### src/ceiu_pkg.sv
`default_nettype none

package ceiu_pkg;

  // ----------------------------------------------------------------
  // Register offsets
  // ----------------------------------------------------------------
  localparam logic [7:0] CEIU_OFS_CLOCK_CFG = 8'h00;
  localparam logic [7:0] CEIU_OFS_POWER     = 8'h01;
  localparam logic [7:0] CEIU_OFS_INT_CTRL  = 8'h02;
  localparam logic [7:0] CEIU_OFS_MASK_1    = 8'h03;
  localparam logic [7:0] CEIU_OFS_MASK_2    = 8'h04;
  localparam logic [7:0] CEIU_OFS_NOTIF_1   = 8'h05;
  localparam logic [7:0] CEIU_OFS_NOTIF_2   = 8'h06;
  localparam logic [7:0] CEIU_OFS_STATUS    = 8'h07;

  // ----------------------------------------------------------------
  // Field positions
  // ----------------------------------------------------------------
  localparam int CEIU_BIT_TEST_MODE = 0;
  localparam int CEIU_BIT_SERIAL    = 1;
  localparam int CEIU_BIT_CLOCKING  = 2;
  localparam int CEIU_POS_ADC       = 4;
  localparam int CEIU_POS_DAC       = 8;
  localparam int CEIU_NUM_ADC       = 4;
  localparam int CEIU_NUM_DAC       = 5;
  localparam int CEIU_FLAG_W        = 16;
  localparam int CEIU_ST_MUTED      = 0;
  localparam int CEIU_ST_PD_SEEN    = 1;

  // ----------------------------------------------------------------
  // Reset values
  // ----------------------------------------------------------------
  localparam logic [1:0]  CEIU_RST_SPEED_MODE = 2'h0;
  localparam logic [4:0]  CEIU_RST_POWER_DOWN = 5'h1f;
  localparam logic [1:0]  CEIU_RST_INT_PIN    = 2'h0;
  localparam logic [15:0] CEIU_RST_MASK       = 16'h0000;
  localparam logic [15:0] CEIU_RST_FLAGS      = 16'h0000;

  // Interrupt pin configuration: bit 1 open drain, bit 0 active high
  localparam int CEIU_PIN_OPEN_DRAIN  = 1;
  localparam int CEIU_PIN_ACTIVE_HIGH = 0;

  // ----------------------------------------------------------------
  // Types
  // ----------------------------------------------------------------
  typedef struct packed {
    logic [7:0] addr;
    logic [7:0] wdata;
    logic       wr;
    logic       rd;
  } ceiu_bus_req_t;

  typedef enum logic [1:0] {
    CEIU_RUN,
    CEIU_MUTED,
    CEIU_PD_SET
  } ceiu_mute_state_t;

endpackage : ceiu_pkg

`default_nettype wire

### src/ceiu_edge_detect.sv
`default_nettype none

module ceiu_edge_detect #(
  parameter int W = 1
) (
  input  wire logic         clk_sys,
  input  wire logic         reset,
  input  wire logic [W-1:0] level_in,
  output logic      [W-1:0] rise_out
);

  // ----------------------------------------------------------------
  // Rising edge of each source
  // ----------------------------------------------------------------
  logic [W-1:0] prev_q;

  // Starts at zero so a source already high out of reset counts once
  always_ff @(posedge clk_sys) begin
    if (reset) begin
      prev_q <= '0;
    end else begin
      prev_q <= level_in;
    end
  end

  assign rise_out = level_in & ~prev_q;

endmodule : ceiu_edge_detect

`default_nettype wire

### src/ceiu_int_pin.sv
`default_nettype none

module ceiu_int_pin
  import ceiu_pkg::*;
(
  input  wire logic       clk_sys,
  input  wire logic       reset,
  input  wire logic [1:0] pin_cfg,
  input  wire logic       irq,
  output logic            pin_o,
  output logic            pin_oe
);

  // ----------------------------------------------------------------
  // Pin style and polarity
  // ----------------------------------------------------------------
  logic level;
  logic drive_d;
  logic pin_o_q;
  logic pin_oe_q;

  assign level   = pin_cfg[CEIU_PIN_ACTIVE_HIGH] ? irq : ~irq;
  // Open drain only ever pulls low; the pull-up makes the high level
  assign drive_d = pin_cfg[CEIU_PIN_OPEN_DRAIN] ? ~level : 1'b1;

  always_ff @(posedge clk_sys) begin
    if (reset) begin
      pin_o_q  <= 1'b1;
      pin_oe_q <= 1'b0;
    end else begin
      pin_o_q  <= pin_cfg[CEIU_PIN_OPEN_DRAIN] ? 1'b0 : level;
      pin_oe_q <= drive_d;
    end
  end

  assign pin_o  = pin_o_q;
  assign pin_oe = pin_oe_q;

endmodule : ceiu_int_pin

`default_nettype wire

### src/ceiu_top.sv
// Summary of operation
// - Flags latch on rising edge of each error
// - Set flag means error happened since clear
// - Test mode entry flags, never mutes outputs
// - Serial port loss flags, mutes until power cycle
// - Rate mismatch or unlock flags, mutes likewise
// - ADC overflow flags per channel, no mute
// - DAC clip flags per channel, no mute
// - Unmasked flag drives interrupt output
// - Mask gates interrupt only, flag still records
// - Two-bit field picks pin polarity and style
// - Open drain or push-pull interrupt pin
// - Notification read sets mask of occurred errors
// - Reset holds every register at default
`default_nettype none

module ceiu_top
  import ceiu_pkg::*;
(
  input  wire logic                clk_sys,
  input  wire logic                reset,
  input  wire ceiu_bus_req_t       bus_req,
  output logic [7:0]               rd_data,
  input  wire logic                test_mode_active,
  input  wire logic                frame_sync_invalid,
  input  wire logic                bit_clock_invalid,
  input  wire logic [1:0]          rate_class_detected,
  input  wire logic                pll_unlocked,
  input  wire logic [3:0]          adc_over_full_scale,
  input  wire logic [4:0]          dac_over_rail,
  output logic [4:0]               channel_power_down,
  output logic [1:0]               speed_mode,
  output logic                     outputs_muted,
  output logic                     int_active,
  output logic                     int_pin_o,
  output logic                     int_pin_oe
);

  // ----------------------------------------------------------------
  // Address decode
  // ----------------------------------------------------------------
  wire logic wr_clock = bus_req.wr && (bus_req.addr == CEIU_OFS_CLOCK_CFG);
  wire logic wr_power = bus_req.wr && (bus_req.addr == CEIU_OFS_POWER);
  wire logic wr_intc  = bus_req.wr && (bus_req.addr == CEIU_OFS_INT_CTRL);
  wire logic wr_mask1 = bus_req.wr && (bus_req.addr == CEIU_OFS_MASK_1);
  wire logic wr_mask2 = bus_req.wr && (bus_req.addr == CEIU_OFS_MASK_2);
  wire logic rd_ntf1  = bus_req.rd && (bus_req.addr == CEIU_OFS_NOTIF_1);
  wire logic rd_ntf2  = bus_req.rd && (bus_req.addr == CEIU_OFS_NOTIF_2);

  // ----------------------------------------------------------------
  // Control registers
  // ----------------------------------------------------------------
  logic [1:0]  speed_mode_q;
  logic [4:0]  power_down_q;
  logic [1:0]  int_pin_cfg_q;
  logic [15:0] mask_q;
  logic [15:0] mask_d;
  logic [15:0] flag_q;
  logic [15:0] flag_d;
  logic [7:0]  rd_data_q;
  logic [7:0]  rd_data_d;

  always_ff @(posedge clk_sys) begin
    if (reset) begin
      speed_mode_q  <= CEIU_RST_SPEED_MODE;
      power_down_q  <= CEIU_RST_POWER_DOWN;
      int_pin_cfg_q <= CEIU_RST_INT_PIN;
    end else begin
      if (wr_clock) speed_mode_q  <= bus_req.wdata[1:0];
      if (wr_power) power_down_q  <= bus_req.wdata[4:0];
      if (wr_intc)  int_pin_cfg_q <= bus_req.wdata[1:0];
    end
  end

  // ----------------------------------------------------------------
  // Error sources
  // ----------------------------------------------------------------
  logic [11:0] src_level;
  logic [11:0] src_rise;
  logic        rate_mismatch;
  logic [15:0] ev;

  assign rate_mismatch = (rate_class_detected != speed_mode_q) || pll_unlocked;
  assign src_level = {dac_over_rail, adc_over_full_scale, rate_mismatch,
                      frame_sync_invalid | bit_clock_invalid, test_mode_active};

  ceiu_edge_detect #(
    .W (12)
  ) u_edge (
    .clk_sys  (clk_sys),
    .reset    (reset),
    .level_in (src_level),
    .rise_out (src_rise)
  );

  // Same layout as the notification and mask registers
  assign ev = {3'h0, src_rise[11:7], src_rise[6:3], 1'b0, src_rise[2:0]};

  // ----------------------------------------------------------------
  // Notification flags and masks
  // ----------------------------------------------------------------
  function automatic logic [15:0] byte_sel(input logic lo, input logic hi);
    byte_sel = {{8{hi}}, {8{lo}}};
  endfunction : byte_sel

  wire logic [15:0] rd_clr = byte_sel(rd_ntf1, rd_ntf2);
  wire logic [15:0] wr_msk = byte_sel(wr_mask1, wr_mask2);

  // A new event beats the read clear, so nothing is lost
  assign flag_d = (flag_q & ~rd_clr) | ev;
  // Reading a notification byte masks whatever it reports
  assign mask_d = (wr_msk & {bus_req.wdata, bus_req.wdata})
                | (~wr_msk & (mask_q | (flag_q & rd_clr)));

  always_ff @(posedge clk_sys) begin
    if (reset) begin
      flag_q <= CEIU_RST_FLAGS;
      mask_q <= CEIU_RST_MASK;
    end else begin
      flag_q <= flag_d;
      mask_q <= mask_d;
    end
  end

  assign int_active = |(flag_q & ~mask_q);

  // ----------------------------------------------------------------
  // Mute and power-down recovery
  // ----------------------------------------------------------------
  ceiu_mute_state_t state_q;
  ceiu_mute_state_t state_d;
  wire logic fatal_ev = ev[CEIU_BIT_SERIAL] | ev[CEIU_BIT_CLOCKING];
  wire logic all_pd   = &power_down_q;
  wire logic none_pd  = ~|power_down_q;

  always_comb begin
    state_d = state_q;
    unique case (state_q)
      CEIU_RUN:    if (fatal_ev) state_d = CEIU_MUTED;
      CEIU_MUTED:  if (all_pd)   state_d = CEIU_PD_SET;
      CEIU_PD_SET: if (fatal_ev) state_d = CEIU_MUTED;
                   else if (none_pd) state_d = CEIU_RUN;
    endcase
  end

  always_ff @(posedge clk_sys) begin
    if (reset) begin
      state_q <= CEIU_RUN;
    end else begin
      state_q <= state_d;
    end
  end

  assign outputs_muted = (state_q != CEIU_RUN);

  // ----------------------------------------------------------------
  // Read data
  // ----------------------------------------------------------------
  wire logic [7:0] status_byte = {6'h00, state_q == CEIU_PD_SET, outputs_muted};

  always_comb begin
    rd_data_d = 8'h00;
    unique case (bus_req.addr)
      CEIU_OFS_CLOCK_CFG: rd_data_d = {6'h00, speed_mode_q};
      CEIU_OFS_POWER:     rd_data_d = {3'h0, power_down_q};
      CEIU_OFS_INT_CTRL:  rd_data_d = {6'h00, int_pin_cfg_q};
      CEIU_OFS_MASK_1:    rd_data_d = mask_q[7:0];
      CEIU_OFS_MASK_2:    rd_data_d = mask_q[15:8];
      CEIU_OFS_NOTIF_1:   rd_data_d = flag_q[7:0];
      CEIU_OFS_NOTIF_2:   rd_data_d = flag_q[15:8];
      CEIU_OFS_STATUS:    rd_data_d = status_byte;
      default:            rd_data_d = 8'h00;
    endcase
  end

  // Data stands only in the cycle after the read strobe
  always_ff @(posedge clk_sys) begin
    if (reset) begin
      rd_data_q <= 8'h00;
    end else begin
      rd_data_q <= bus_req.rd ? rd_data_d : 8'h00;
    end
  end

  assign rd_data            = rd_data_q;
  assign channel_power_down = power_down_q;
  assign speed_mode         = speed_mode_q;

  // ----------------------------------------------------------------
  // Interrupt pin
  // ----------------------------------------------------------------
  ceiu_int_pin u_pin (
    .clk_sys (clk_sys),
    .reset   (reset),
    .pin_cfg (int_pin_cfg_q),
    .irq     (int_active),
    .pin_o   (int_pin_o),
    .pin_oe  (int_pin_oe)
  );
endmodule : ceiu_top

`default_nettype wire

### config.mk
export PLATFORM = sky130hd
export DESIGN_NAME = ceiu_top
export DESIGN_NICKNAME = d
export VERILOG_FILES = /design/src/ceiu_pkg.sv /design/src/ceiu_edge_detect.sv /design/src/ceiu_int_pin.sv /design/src/ceiu_top.sv
export SDC_FILE = /design/constraint.sdc
export NUM_CORES = 1
export LEC_CHECK = 0
export BUFFER_PORTS_ARGS = -buffer_cell sky130_fd_sc_hd__buf_2
export CORE_MARGIN = 4
export CORE_UTILIZATION = 50
export CTS_BUF_LIST = sky130_fd_sc_hd__clkbuf_4
export DETAILED_ROUTE_END_ITERATION = 8
export GPL_ROUTABILITY_DRIVEN = 0
export PLACE_DENSITY = 0.71
export SLEW_MARGIN = 20
export SYNTH_ARGS = -nofsm -noshare
export SYNTH_HDL_FRONTEND = slang
export SYNTH_SLANG_ARGS = --single-unit
### constraint.sdc
create_clock -name clk_sys -period 2.08 [get_ports clk_sys]
set_input_delay 0 -clock clk_sys [delete_from_list [all_inputs] [get_ports clk_sys]]
set_output_delay 0 -clock clk_sys [all_outputs]
set_load 0.05 [all_outputs]
### Word level (Yosys, flattened, before mapping)

Cells that the tools add are included.

* input port bits: 35
* flip-flop bits (word level): 65
* word-level logic and storage cells: 66
* output and inout port bits: 19

* reductions and logical operators: 16
* mux-type cells: 9
* equal/unequal tests: 13
* bitwise operators: 18

Operators with widths (count)
* AND 16 bit: 5
* one-hot mux 8 bit (8 select lines): 1
* NOT 16 bit: 3
* equality test 8 x 3 -> 1 bit (second input constant): 4
* OR 16 bit: 2
* equality test 8 x 2 -> 1 bit (second input constant): 2
* OR 16 x 13 -> 16 bit: 1
* OR reduction 16 bit: 1
* AND 12 bit: 1
* NOT 12 bit: 1
* equality test 8 x 1 -> 1 bit (second input constant): 1
* zero test 8 bit: 1
* two-way mux 2 bit: 4
* logical AND 1 bit: 7
* one-hot mux 2 bit (3 select lines): 1
* AND reduction 5 bit: 1
* OR reduction 5 bit: 1
* inequality test 2 bit (second input constant): 2
* two-way mux 1 bit: 3
* inequality test 3 bit (second input constant): 1
* NOT 1 bit: 3
* AND reduction 3 bit: 1
* equality test 2 x 1 -> 1 bit (second input constant): 1
* equality test 2 bit (second input constant): 1
* 6 further kinds: 7

### Longest topological paths before layout

* depth in word-level cells: 7
* gate-level depth with buffers: 7
* depth with buffers taken out: 5

### Hierarchy

From an unflattened synthesis, not the netlist that was laid out.

* cell total of the unflattened synthesis: 315
* area, all modules: 2881.5 um^2

By module, submodules not included
* ceiu_top: area each 2374.8 um^2, times used 1, cells an instance 272, seq. area each 1021.0 um^2
* ceiu_edge_detect: area each 441.7 um^2, times used 1, cells an instance 37, seq. area each 240.2 um^2
* ceiu_int_pin: area each 65.1 um^2, times used 1, cells an instance 6, seq. area each 40.0 um^2

### Worst setup path after synthesis

OpenSTA, ideal clock, no wires.

* kind: register -> register
* from: register flag_q[5]
* to: register u_pin.pin_oe_q (netlist: u_pin.pin_oe)
* slack: 0.100 ns
* path buffers: 0
* setup time: 0.132 ns
* period minus slack after synthesis: 1.980 ns
* cell stages (with the launch flop): 6
* arrival time: 1.847 ns
* required time: 1.948 ns
* path through: dfxtp_1 > nor2b_1 > a2111oi_0 > nand4_1 > xnor2_1 > a21oi_1

* longest elaborated chain between the ends: 6

RTL lines
* start, declared: RTL line ceiu_top.sv:58 `logic [15:0] flag_q;`
* start signal, assigned: RTL line ceiu_top.sv:120 `flag_q <= flag_d;`
* AND 16 bit *: RTL line ceiu_top.sv:125 `assign int_active = |(flag_q & ~mask_q);`
* OR reduction 16 bit *: RTL line ceiu_top.sv:125
* net int_active: RTL line ceiu_top.sv:34 `output logic int_active,`
* NOT 1 bit: RTL line ceiu_int_pin.sv:22 `assign level = pin_cfg[CEIU_PIN_ACTIVE_HIGH] ? irq : ~irq;`
* two-way mux 1 bit *: RTL line ceiu_int_pin.sv:22
* NOT 1 bit *: RTL line ceiu_int_pin.sv:24 `assign drive_d = pin_cfg[CEIU_PIN_OPEN_DRAIN] ? ~level : 1'b1;`
* two-way mux 1 bit *: RTL line ceiu_int_pin.sv:24
* end signal, assigned: RTL line ceiu_int_pin.sv:32 `pin_oe_q <= drive_d;`
* end, declared: RTL line ceiu_int_pin.sv:20 `logic pin_oe_q;`

Mark *: on every way through the listed nets, which the timed path passes. The rest lies on a longest branch.
A chain may end at the register's enable or synchronous reset.

### Worst setup path in the final report

* from: register flag_q[1]
* to: output int_active

* longest elaborated chain between the ends: 2

RTL lines (RTL line)
* AND 16 bit: ceiu_top.sv:125
* OR reduction 16 bit: ceiu_top.sv:125
* end, declared: ceiu_top.sv:34

No other way between the ends.

==> flow_summary.ini <==
[power]
leakage_uw = 0.00139
p_sw_share_pct = 25.2
max-vdd-ir-drop_mv = 0.417
p_switching_uw = 572
combPwrFrac_pct = 11.7
p_seq_share_pct = 57.9
p_per_area_mw_per_mm2 = 651
p_int_uw = 1700
clkPwrFrac_pct = 30.3

[cts]
post_cts_buffers = 0
cts_tree = yes
cts_buffers = 9
root_buffer = clkbuf_4
htree_num_levels = 3
clock_latency_ns = 0.40
clkTransAtPathRegs_ns = 0.09
cts_buffer_depth = 2
clkSinkCount = 65

[routing]
vias = 2481
vias_per_cell = 5.56
drt-pass1-iter-count = 5
wl_per_cell_um = 16.4
drc_errors = 0
detail-route-antenna-nets = 0
initialDrtViolationCount = 298
wirelength_um = 7310

[synthesis]
syn_avg_cell_area_um2 = 9.59
synth_most_common_cell = dfxtp_1
ys_seq_area_share_pct = 45.5
yosysWarnings = 0
yosys-top-cells-area = dfxtp_1 46%, nor2b_1 7.7%, nor3_2 5.6%
synth_top_area_share_pct = 45.5
synth_area_leader_cell = dfxtp_1
synth_nets = 333
synth-async-reset-ratio_pct = 0
ys.flop_type = dfxtp_1
syn_inst = 298
syn-cell-area_mm2 = 0.00286
yosys_register_bits = 65
yosysUniqueCellTypes = 43
synth_edf_count = 0
synthTopCellsByCount = 65 x dfxtp_1, 41 x nor2_1, 35 x nor2b_1

[layout]
final_layout_size_suffix_gt1_share_pct = 26.2
multi_input_area_mm2 = 0.00145
n_antenna_cell = 0
ff_latch_area_mm2 = 0.00130
area_growth_pct = 21.9
finalNetCount = 406
nFillCells = 515
fin_cells = 446

[sta]
tightest_slew_ns = 0.580
final.min_clock_period_ns = 1.89
skew_ns = 0.0136
drv_slew = 0
fin_crit_sh_pct = 91.0
setup_violations = 0
hold_viol_final = 0
slew_headroom_pct = 61.3
max_freq_mhz = 529
finalSetupTns_ns = 0
rsz0062_at_grt = false

[floorplanning]
ioPinCount = 54
dieArea_mm2 = 0.00699
die_x_um = 83.6
die_y_um = 83.6
start_util_pct = 51.6
rows = 27
coreArea_mm2 = 0.00554

[grt]
antenna_found_initial = 0
grt_pass1_vias = 2391
grt_start_max_net_pins = 48
track_usage_pct = 22.1
grt_pass1_wl_um = 12300
grt_overflow = 0

[critical_path]
required_ns = 2.08
crit_path_start_kind = flop
crit_path_top_delay_cell = a2111oi_0
worst-setup-path-type = reg2out
crit_chain = nor2b_1 > a2111oi_0 > nand4_1 > buf_2
worstPathArrival_ns = 1.89
slowest_delay_ns = 0.47
crit_path_end_kind = primary output
crit_fanout = 4

[hold_path]
hold_class = in2reg

[job]
cap_violations = 0

[place]
hpwl_um = 4960
port_buffers = 53
place_inst = 409

[run_status]
status = complete, no violations
==> power groups by stage <==
stage / clock network [uW] / registers, uW / logic (uW)
global route: 762 / 1320 / 295
global placement: 0 / 1340 / 227
detailed placement: 0 / 1340 / 231
finish: 688 / 1310 / 266
CTS: 706 / 1310 / 264
floorplan: 0 / 1340 / 145
==> cell usage in the layout (no fill, tap or decap), drive strengths merged, types with 6 or more instances in the layout <==
cell | Yosys | final
a211oi | 19 | 19
a21oi | 15 | 15
and3 | 7 | 7
buf | 6 | 56
clkbuf | 11 | 13
dfxtp | 65 | 65
dlygate4sd3 | 0 | 23
inv | 6 | 6
mux2i | 12 | 12
nand2 | 10 | 10
nor2 | 42 | 42
nor2b | 35 | 35
nor3 | 17 | 17
==> worst paths after layout <==
path / depth (start not counted) / start / to / slack [ns]
max: 4 / flag_q[1] / int_active / 0.19
min: 4 / bus_req[17] / rd_data[1] / 0.03
max reg2reg: 5 / flag_q[1] / u_pin.pin_o / 0.40
min reg2reg: 1 / int_pin_cfg_q[1] / u_pin.pin_oe / 0.50
==> what timing repair did <==
action                    CTS  global route
resized for setup           0             0
hold buffers               23             0
hold endpoints to repair   46             0
==> routing by layer <==
| metal | vias up | wire (um) | global-route usage [%] | part of all wire [%] |
|---|---|---|---|---|
| li1 | 1214 | - | - | - |
| met4 | 0 | 122 | 8.63 | 1.7 |
| met1 | 1147 | 3210 | 30.2 | 44 |
| met5 | - | 0 | 0 | 0 |
| met2 | 106 | 3310 | 33.5 | 45 |
| met3 | 14 | 663 | 5.53 | 9.1 |
==> state kept, by name, indices dropped and copies added (netlist names) <==
| signal | cells |
|---|---|
| flag_q | 16 |
| mask_q | 16 |
| state_q | 2 |
| channel_power_down | 5 |
| int_pin_cfg_q | 2 |
| u_pin.pin_oe | 1 |
| u_pin.pin_o | 1 |
| rd_data | 8 |
| u_edge.prev_q | 12 |
| speed_mode | 2 |
==> area by class of cell <==
cell class	instances	area share (%)
Clock buffer	13	2.80
Clock inverter	1	0.144
Multi-Input combinational cell	210	41.6
Timing Repair Buffer	79	14.9
Tap cell	72	2.59
Sequential cell	65	37.3
Inverter	6	0.646
==> through the flow <==
step / setup WS, ns / power, uW / hold WS (ns) / util (%) / cell area [um2]
global placement: 0.283 / 1570 / 0.221 / 56.9 / 3150
floorplan: 0.100 / 1480 / 0.126 / - / 2860
finish: 0.188 / 2270 / 0.0320 / 62.9 / 3480
global route: 0.0560 / 2380 / 0.0394 / 62.9 / 3480
detailed placement: 0.266 / 1570 / 0.226 / 56.9 / 3150
CTS: 0.189 / 2280 / 0.00934 / 62.9 / 3480
==> cell families after synthesis <==
kind of cell | after synthesis | synth area share [%]
buf+inv | 23 | 3.72
compound gates | 55 | 13.7
flops | 65 | 45.5
mux | 18 | 7.75
simple gates | 134 | 28.4
xor+xnor | 3 | 0.920
==> worst max-delay path: cells and delay by family, from the launching register on <==
family | cells | cell delay [ns]
compound gates | 1 | 0.47
simple gates | 2 | 0.41
flops | 1 | 0.34
buf+inv | 1 | 0.29
(Power assumes the default switching activity.)
